$ cat config.mk
export PLATFORM = sky130hd
export DESIGN_NAME = adcctl_top
export DESIGN_NICKNAME = d
export VERILOG_FILES = /design/src/logic/adcctl_pkg.sv /design/src/logic/adcctl_top.sv
export SDC_FILE = /design/constraint.sdc
export NUM_CORES = 1
export LEC_CHECK = 0
export BUFFER_PORTS_ARGS = -buffer_cell sky130_fd_sc_hd__buf_2
export CELL_PAD_IN_SITES_DETAIL_PLACEMENT = 2
export CELL_PAD_IN_SITES_GLOBAL_PLACEMENT = 2
export CORE_ASPECT_RATIO = 0.5
export CORE_UTILIZATION = 29
export CTS_CLUSTER_SIZE = 30
export DETAILED_ROUTE_END_ITERATION = 7
export PLACE_DENSITY_LB_ADDON = 0.1
export SYNTH_ARGS = -nofsm -noshare
export SYNTH_HDL_FRONTEND = slang
export SYNTH_SLANG_ARGS = --single-unit
$ cat constraint.sdc
create_clock -name core_clk_i -period 1.85 [get_ports core_clk_i]
set_clock_uncertainty 0.1 [all_clocks]
set_input_delay 0.37 -clock core_clk_i [delete_from_list [all_inputs] [get_ports core_clk_i]]
set_output_delay 0.37 -clock core_clk_i [all_outputs]
set_load 0.03 [all_outputs]
$ cat src/logic/adcctl_pkg.sv
package adcctl_pkg;

    // memory-mapped offsets on the core's internal bus
    localparam logic [7:0] ADCCTL_PRIMARY_OFS = 8'h9f;
    localparam logic [7:0] ADCCTL_CONFIG_OFS = 8'ha0;
    localparam logic [7:0] ADCCTL_RESULT_OFS = 8'ha1;

    // primary control fields
    localparam int ADCCTL_PEND_BIT = 7;
    localparam int ADCCTL_IRQEN_BIT = 6;
    localparam int ADCCTL_START_BIT = 5;
    localparam int ADCCTL_REF_BIT = 4;
    localparam int ADCCTL_CHAN_LSB = 0;
    localparam int ADCCTL_CHAN_W = 4;

    // analog configuration fields
    localparam int ADCCTL_REFHALF_BIT = 7;
    localparam int ADCCTL_CMPSEL_BIT = 6;
    localparam int ADCCTL_AMP_BIT = 5;
    localparam int ADCCTL_AUTO_BIT = 4;
    localparam int ADCCTL_DIV_LSB = 2;
    localparam int ADCCTL_ISRC_BIT = 1;
    localparam int ADCCTL_AZ_BIT = 0;

    // reset values
    localparam logic [7:0] ADCCTL_PRIMARY_RST = 8'h00;
    localparam logic [7:0] ADCCTL_CONFIG_RST = 8'h00;
    localparam logic [7:0] ADCCTL_RESULT_RST = 8'h00;
    localparam logic [7:0] ADCCTL_UNMAPPED_RD = 8'h00;

    // conversion lengths in conversion clock cycles
    localparam logic [4:0] ADCCTL_STD_CYCLES = 5'h0d;
    localparam logic [4:0] ADCCTL_AZ_CYCLES = 5'h14;

    // channel codes
    localparam logic [3:0] ADCCTL_CH_ONE = 4'h0;
    localparam logic [3:0] ADCCTL_CH_FIVE = 4'h8;
    localparam logic [3:0] ADCCTL_CH_GND = 4'h9;
    localparam logic [3:0] ADCCTL_CH_BANDGAP = 4'ha;
    localparam logic [3:0] ADCCTL_CH_VCC3 = 4'hc;

endpackage

$ cat src/logic/adcctl_top.sv
module adcctl_top
    import adcctl_pkg::*;
(
    input wire logic core_clk_i,
    input wire logic rst_i,
    input wire logic [7:0] mem_addr_i,
    input wire logic [7:0] mem_wdata_i,
    input wire logic mem_wr_i,
    input wire logic mem_rd_i,
    output logic [7:0] mem_rdata_o,
    input wire logic pwm_sample_strobe_i,
    input wire logic timer_clk_tick_i,
    input wire logic [7:0] conv_data_i,
    output logic conv_done_interrupt_o,
    output logic conv_active_o,
    output logic ref_voltage_select_o,
    output logic [3:0] input_channel_select_o,
    output logic ref_clock_halve_o,
    output logic comparator_input_select_o,
    output logic spare_amp_enable_o,
    output logic current_source_enable_o,
    output logic autozero_enable_o,
    output logic auto_sample_enable_o
);

    function automatic logic [2:0] div_mask(input logic [1:0] sel);
        case (sel)
            2'h0: div_mask = 3'h0;
            2'h1: div_mask = 3'h1;
            2'h2: div_mask = 3'h3;
            default: div_mask = 3'h7;
        endcase
    endfunction

    logic pending_r;
    logic irq_en_r;
    logic busy_r;
    logic ref_sel_r;
    logic [3:0] chan_r;
    logic [7:0] cfg_r;
    logic [7:0] result_r;
    logic [3:0] chan_lat_r;
    logic az_lat_r;
    logic [4:0] conv_cnt_r;
    logic [2:0] div_cnt_r;
    logic strobe_d_r;
    logic [7:0] rdata_r;
    logic irq_r;

    logic wr_pri;
    logic wr_cfg;
    logic auto_mode;
    logic strobe_edge;
    logic trigger;
    logic base_tick;
    logic conv_tick;
    logic [4:0] total;
    logic latch_evt;
    logic done_evt;
    logic pending_nxt;
    logic [3:0] chan_nxt;
    logic az_nxt;

    assign wr_pri = mem_wr_i && (mem_addr_i == ADCCTL_PRIMARY_OFS);
    assign wr_cfg = mem_wr_i && (mem_addr_i == ADCCTL_CONFIG_OFS);
    assign auto_mode = cfg_r[ADCCTL_AUTO_BIT];
    assign strobe_edge = pwm_sample_strobe_i && !strobe_d_r;

    // strobe edges during a conversion are dropped, not queued
    always_comb begin
        if (auto_mode) begin
            trigger = strobe_edge && !busy_r;
        end else begin
            trigger = wr_pri && mem_wdata_i[ADCCTL_START_BIT] && !busy_r;
        end
    end

    // timer tick stands in for the conversion clock in auto mode
    assign base_tick = auto_mode ? timer_clk_tick_i : 1'b1;
    assign conv_tick = busy_r && base_tick
        && ((div_cnt_r & div_mask(cfg_r[3:2])) == div_mask(cfg_r[3:2]));
    assign total = az_lat_r ? ADCCTL_AZ_CYCLES : ADCCTL_STD_CYCLES;
    // result lands one conversion cycle before busy drops
    assign latch_evt = conv_tick && (conv_cnt_r == total - 5'h2);
    assign done_evt = conv_tick && (conv_cnt_r == total - 5'h1);

    always_comb begin
        pending_nxt = pending_r;
        if (wr_pri && !mem_wdata_i[ADCCTL_PEND_BIT]) begin
            pending_nxt = 1'b0;
        end
        if (latch_evt) begin
            pending_nxt = 1'b1;
        end
    end

    assign chan_nxt = wr_pri ? mem_wdata_i[3:0] : chan_r;
    assign az_nxt = wr_cfg ? mem_wdata_i[ADCCTL_AZ_BIT] : cfg_r[ADCCTL_AZ_BIT];

    always_ff @(posedge core_clk_i) begin
        if (rst_i) begin
            pending_r <= ADCCTL_PRIMARY_RST[ADCCTL_PEND_BIT];
        end else begin
            pending_r <= pending_nxt;
        end
    end

    always_ff @(posedge core_clk_i) begin
        if (rst_i) begin
            irq_en_r <= ADCCTL_PRIMARY_RST[ADCCTL_IRQEN_BIT];
            ref_sel_r <= ADCCTL_PRIMARY_RST[ADCCTL_REF_BIT];
            chan_r <= ADCCTL_PRIMARY_RST[3:0];
        end else if (wr_pri) begin
            irq_en_r <= mem_wdata_i[ADCCTL_IRQEN_BIT];
            ref_sel_r <= mem_wdata_i[ADCCTL_REF_BIT];
            chan_r <= mem_wdata_i[3:0];
        end
    end

    always_ff @(posedge core_clk_i) begin
        if (rst_i) begin
            cfg_r <= ADCCTL_CONFIG_RST;
        end else if (wr_cfg) begin
            cfg_r <= mem_wdata_i;
        end
    end

    // only the sequencer clears busy; software zero writes fall through
    always_ff @(posedge core_clk_i) begin
        if (rst_i) begin
            busy_r <= ADCCTL_PRIMARY_RST[ADCCTL_START_BIT];
        end else if (trigger) begin
            busy_r <= 1'b1;
        end else if (done_evt) begin
            busy_r <= 1'b0;
        end
    end

    // selection follows the register while idle, frozen while busy
    always_ff @(posedge core_clk_i) begin
        if (rst_i) begin
            chan_lat_r <= ADCCTL_PRIMARY_RST[3:0];
            az_lat_r <= ADCCTL_CONFIG_RST[ADCCTL_AZ_BIT];
        end else if (!busy_r) begin
            chan_lat_r <= chan_nxt;
            az_lat_r <= az_nxt;
        end
    end

    always_ff @(posedge core_clk_i) begin
        if (rst_i) begin
            conv_cnt_r <= 5'h00;
        end else if (trigger) begin
            conv_cnt_r <= 5'h00;
        end else if (conv_tick) begin
            conv_cnt_r <= conv_cnt_r + 5'h01;
        end
    end

    always_ff @(posedge core_clk_i) begin
        if (rst_i) begin
            div_cnt_r <= 3'h0;
        end else if (trigger) begin
            div_cnt_r <= 3'h0;
        end else if (busy_r && base_tick) begin
            div_cnt_r <= div_cnt_r + 3'h1;
        end
    end

    always_ff @(posedge core_clk_i) begin
        if (rst_i) begin
            strobe_d_r <= 1'b0;
        end else begin
            strobe_d_r <= pwm_sample_strobe_i;
        end
    end

    always_ff @(posedge core_clk_i) begin
        if (rst_i) begin
            result_r <= ADCCTL_RESULT_RST;
        end else if (latch_evt) begin
            result_r <= conv_data_i;
        end
    end

    always_ff @(posedge core_clk_i) begin
        if (rst_i) begin
            irq_r <= 1'b0;
        end else begin
            irq_r <= pending_nxt && (wr_pri ? mem_wdata_i[ADCCTL_IRQEN_BIT]
                                            : irq_en_r);
        end
    end

    always_ff @(posedge core_clk_i) begin
        if (rst_i) begin
            rdata_r <= ADCCTL_UNMAPPED_RD;
        end else if (mem_rd_i) begin
            case (mem_addr_i)
                ADCCTL_PRIMARY_OFS: begin
                    rdata_r <= {pending_r, irq_en_r, busy_r, ref_sel_r, chan_r};
                end
                ADCCTL_CONFIG_OFS: begin
                    rdata_r <= cfg_r;
                end
                ADCCTL_RESULT_OFS: begin
                    rdata_r <= result_r;
                end
                default: begin
                    rdata_r <= ADCCTL_UNMAPPED_RD;
                end
            endcase
        end
    end

    assign mem_rdata_o = rdata_r;
    assign conv_done_interrupt_o = irq_r;
    assign conv_active_o = busy_r;
    assign ref_voltage_select_o = ref_sel_r;
    // code goes raw to the mux: 0-3 ch1-4, 8 ch5, 9 gnd, a bandgap, c vcc/3
    assign input_channel_select_o = chan_lat_r;
    assign ref_clock_halve_o = cfg_r[ADCCTL_REFHALF_BIT];
    assign comparator_input_select_o = cfg_r[ADCCTL_CMPSEL_BIT];
    assign spare_amp_enable_o = cfg_r[ADCCTL_AMP_BIT];
    assign current_source_enable_o = cfg_r[ADCCTL_ISRC_BIT];
    assign autozero_enable_o = az_lat_r;
    assign auto_sample_enable_o = cfg_r[ADCCTL_AUTO_BIT];
endmodule

==> impl_results.md <==
- Share of post-route cells with drive strength above 1: 36.45%
- Library cells used by synthesis: 50
- Largest net degree at the start of global routing: 32
- Critical path class: reg -> reg
- Post-synthesis mux area share: 8.075%
- Synth Area in Simple Gates: 19.66%
- Final instance area: 2890 um^2
- RSZ-0062 raised after global routing: yes
- Final period utilization: 101.0%
- Root Buffer: clkbuf_16
- Die area: 7742 um^2
- Antenna diodes: 0
- Chip height: 62.72 um
- Worst EP required: 1910 ps
- DR vias/cell: 5.159
- Cell area after synthesis: 2138 um^2
- Clock slew at reported path FFs: 60 ps
- Post-Synth XOR/XNOR Area: 1.229%
- Final Max Tran Viols: 0
- Crit path max fanout: 8
- WHS: 203.3 ps
- Arr. time, crit path: 1920 ps
- Leakage Power: 1.202 nW
- Number of global-route vias before repair: 2197
- Cts hold-fix bufs: 0
- Asr flop ratio synth: 0%
- Area grow syn2layout: 35.17%
- Post-synth EDFFs: 0
- Final worst setup slack: -18.11 ps
- Rel. slew slack: 64.81%
- Final HPWL DP: 5490 um
- CTS Buf Count: 5
- Vias post-DR: 2017
- Die W: 123.4 um
- GRT Util Overall: 19.94%
- Maximum operating frequency: 535.3 MHz
- CTS tree: built
- Clk sinks: 47
- Yosys warnings: 0
- Final hold viol count: 0
- Pwr dens: 733.5 nW/um^2
- Routed WL: 7200 um
- Worst VDD drop: 418.1 uV
- Boundary Pins: 51
- Syn Area/Cell: 9.504 um^2
- Placed inst area: 2660 um^2
- Failing checks: negative setup slack
- Critical Path Source Type: register
- Yosys reg bits: 47
- Final-stage net count: 331
- Status: finished, violations left
- Routability cong.: 0.7190
- Post-Place Worst Slack: -259.1 ps
- Core ar.: 6910 um^2
- Most used DFF post-synth: dfxtp_1
- DR pass1 iterations: 4
- Crit end category: register
- Worst skew pair latency: 290 ps
- Placement Rows: 21
- Htree depth: 2
- Syn Nets: 257
- Initial antenna violation count: 0
- Synth Instances: 225
- Final setup fails: 1
- WL/cell: 18.41 um
- Worst-Margin Slew: 524.1 ps
- Buffers added on ports: 50
- Initial Utilization: 30.94%
- Final ANT Viol Nets: 0
- Synth Area in Adders: 1.170%
- HP Class: in -> reg
- Max Buffers Root-to-Sink: 2
- # DRC: 0
- Overall power: 2.120 mW
- Max-cap violations: 0
- Largest family of logic cells by synthesized area: compound AO/OA/AOI/OAI gates
- Sequential fraction of the synthesis area: 44.00%
- Initial drt markers: 82
- Total grt overflow: 0
- Compound-gate portion of the synthesized area: 21.88%
- Fin crit period: 1868 ps
- Global-route wire length before repair: 11600 um
cell usage in the layout (no fill, tap or decap), drive strengths merged, types with 6 or more instances in the layout:
| cell type | n |
|---|---|
| a211oi | 6 |
| inv | 7 |
| a22o | 8 |
| a221o | 9 |
| dfxtp | 47 |
| mux2i | 15 |
| a21oi | 15 |
| o31ai | 9 |
| nor2 | 28 |
| and2 | 9 |
| nand4 | 9 |
| buf | 81 |
metal layers:
layer	track usage [%]	vias up	routed length [um]
met3	4.562	5	223
met5	0	-	0
li1	-	994	-
met4	4.518	0	51
met1	26.01	991	3503
met2	33.31	27	3421
report_power, final:
part           internal (mW)  total, mW  switching, mW
Clock                  0.630       1.02          0.388
Combinational         0.0394     0.0873         0.0480
Sequential              1.01       1.01        0.00108
Total                   1.68       2.12          0.437
cell type report:
type	instances	area, um^2
repair buffers	81	490.5
flip-flops and latches	47	945.9
clock buffers	5	125.1
multi-input cells	156	1146
clock inverters	2	37.54
well taps	92	115.1
fillers	758	4020
inverters	8	30.03
worst max-delay path, cell delays in order (launching register included):
cell and delay, ps:
dfxtp_2 320, or3b_4 410, a2111o_1 510, o31ai_1 270, a21oi_1 120
synthesized netlist by cell type (all sizes together) (6+ instances only):
master | n | area, um^2
and2 | 9 | 56.30
nand4 | 9 | 56.30
dfxtp | 47 | 940.9
a22o | 8 | 70.07
a21oi | 15 | 75.07
clkbuf | 10 | 37.54
a211oi | 6 | 50.05
o31ai | 9 | 67.56
a221o | 9 | 90.09
inv | 7 | 26.28
nor2 | 28 | 105.1
mux2i | 15 | 150.1
logic make-up after synthesis:
logic type	count (synthesis)
adder cells (fa/ha/maj)	2
buffers and inverters	22
multiplexers	17
AND/OR/NAND/NOR	74
XOR/XNOR	3
flip-flops	47
AO/OA/AOI/OAI	60
registers in the layout, summed over array words and instances, names as in the netlist, 3 cells and up:
name	count
cfg_r	8
mem_rdata_o	8
result_r	8
conv_cnt_r	5
chan_r	4
input_channel_select_o	4
div_cnt_r	3
worst paths after layout:
path         slack [ps]  depth (start not counted)                              startpoint                                     end
min reg2reg         390                          2  input_channel_select_o[1]$_SDFFE_PP0N_  input_channel_select_o[1]$_SDFFE_PP0N_
max                 -20                          4              conv_cnt_r[4]$_SDFFE_PP0P_                result_r[0]$_SDFFE_PP0P_
min                 200                          2                     pwm_sample_strobe_i                   strobe_d_r$_SDFF_PP0_
max reg2reg         -20                          4              conv_cnt_r[4]$_SDFFE_PP0P_                result_r[0]$_SDFFE_PP0P_
through the flow:
stage | TNS, ps | instances | utilization, %
finish | -18.11 | 391 | 41.83
global placement | -828.7 | 381 | 38.49
CTS | -10.21 | 388 | 40.92
floorplan | 0 | 225 | -
global route | -373.8 | 391 | 41.83
detailed placement | -1340 | 381 | 38.49
timing repair:
action / CTS / global route
setup endpoints to repair: 3 / 12
buffers inserted: 0 / 3
pin swaps: 2 / 4
resized for setup: 1 / 11
(Power assumes the default switching activity.)
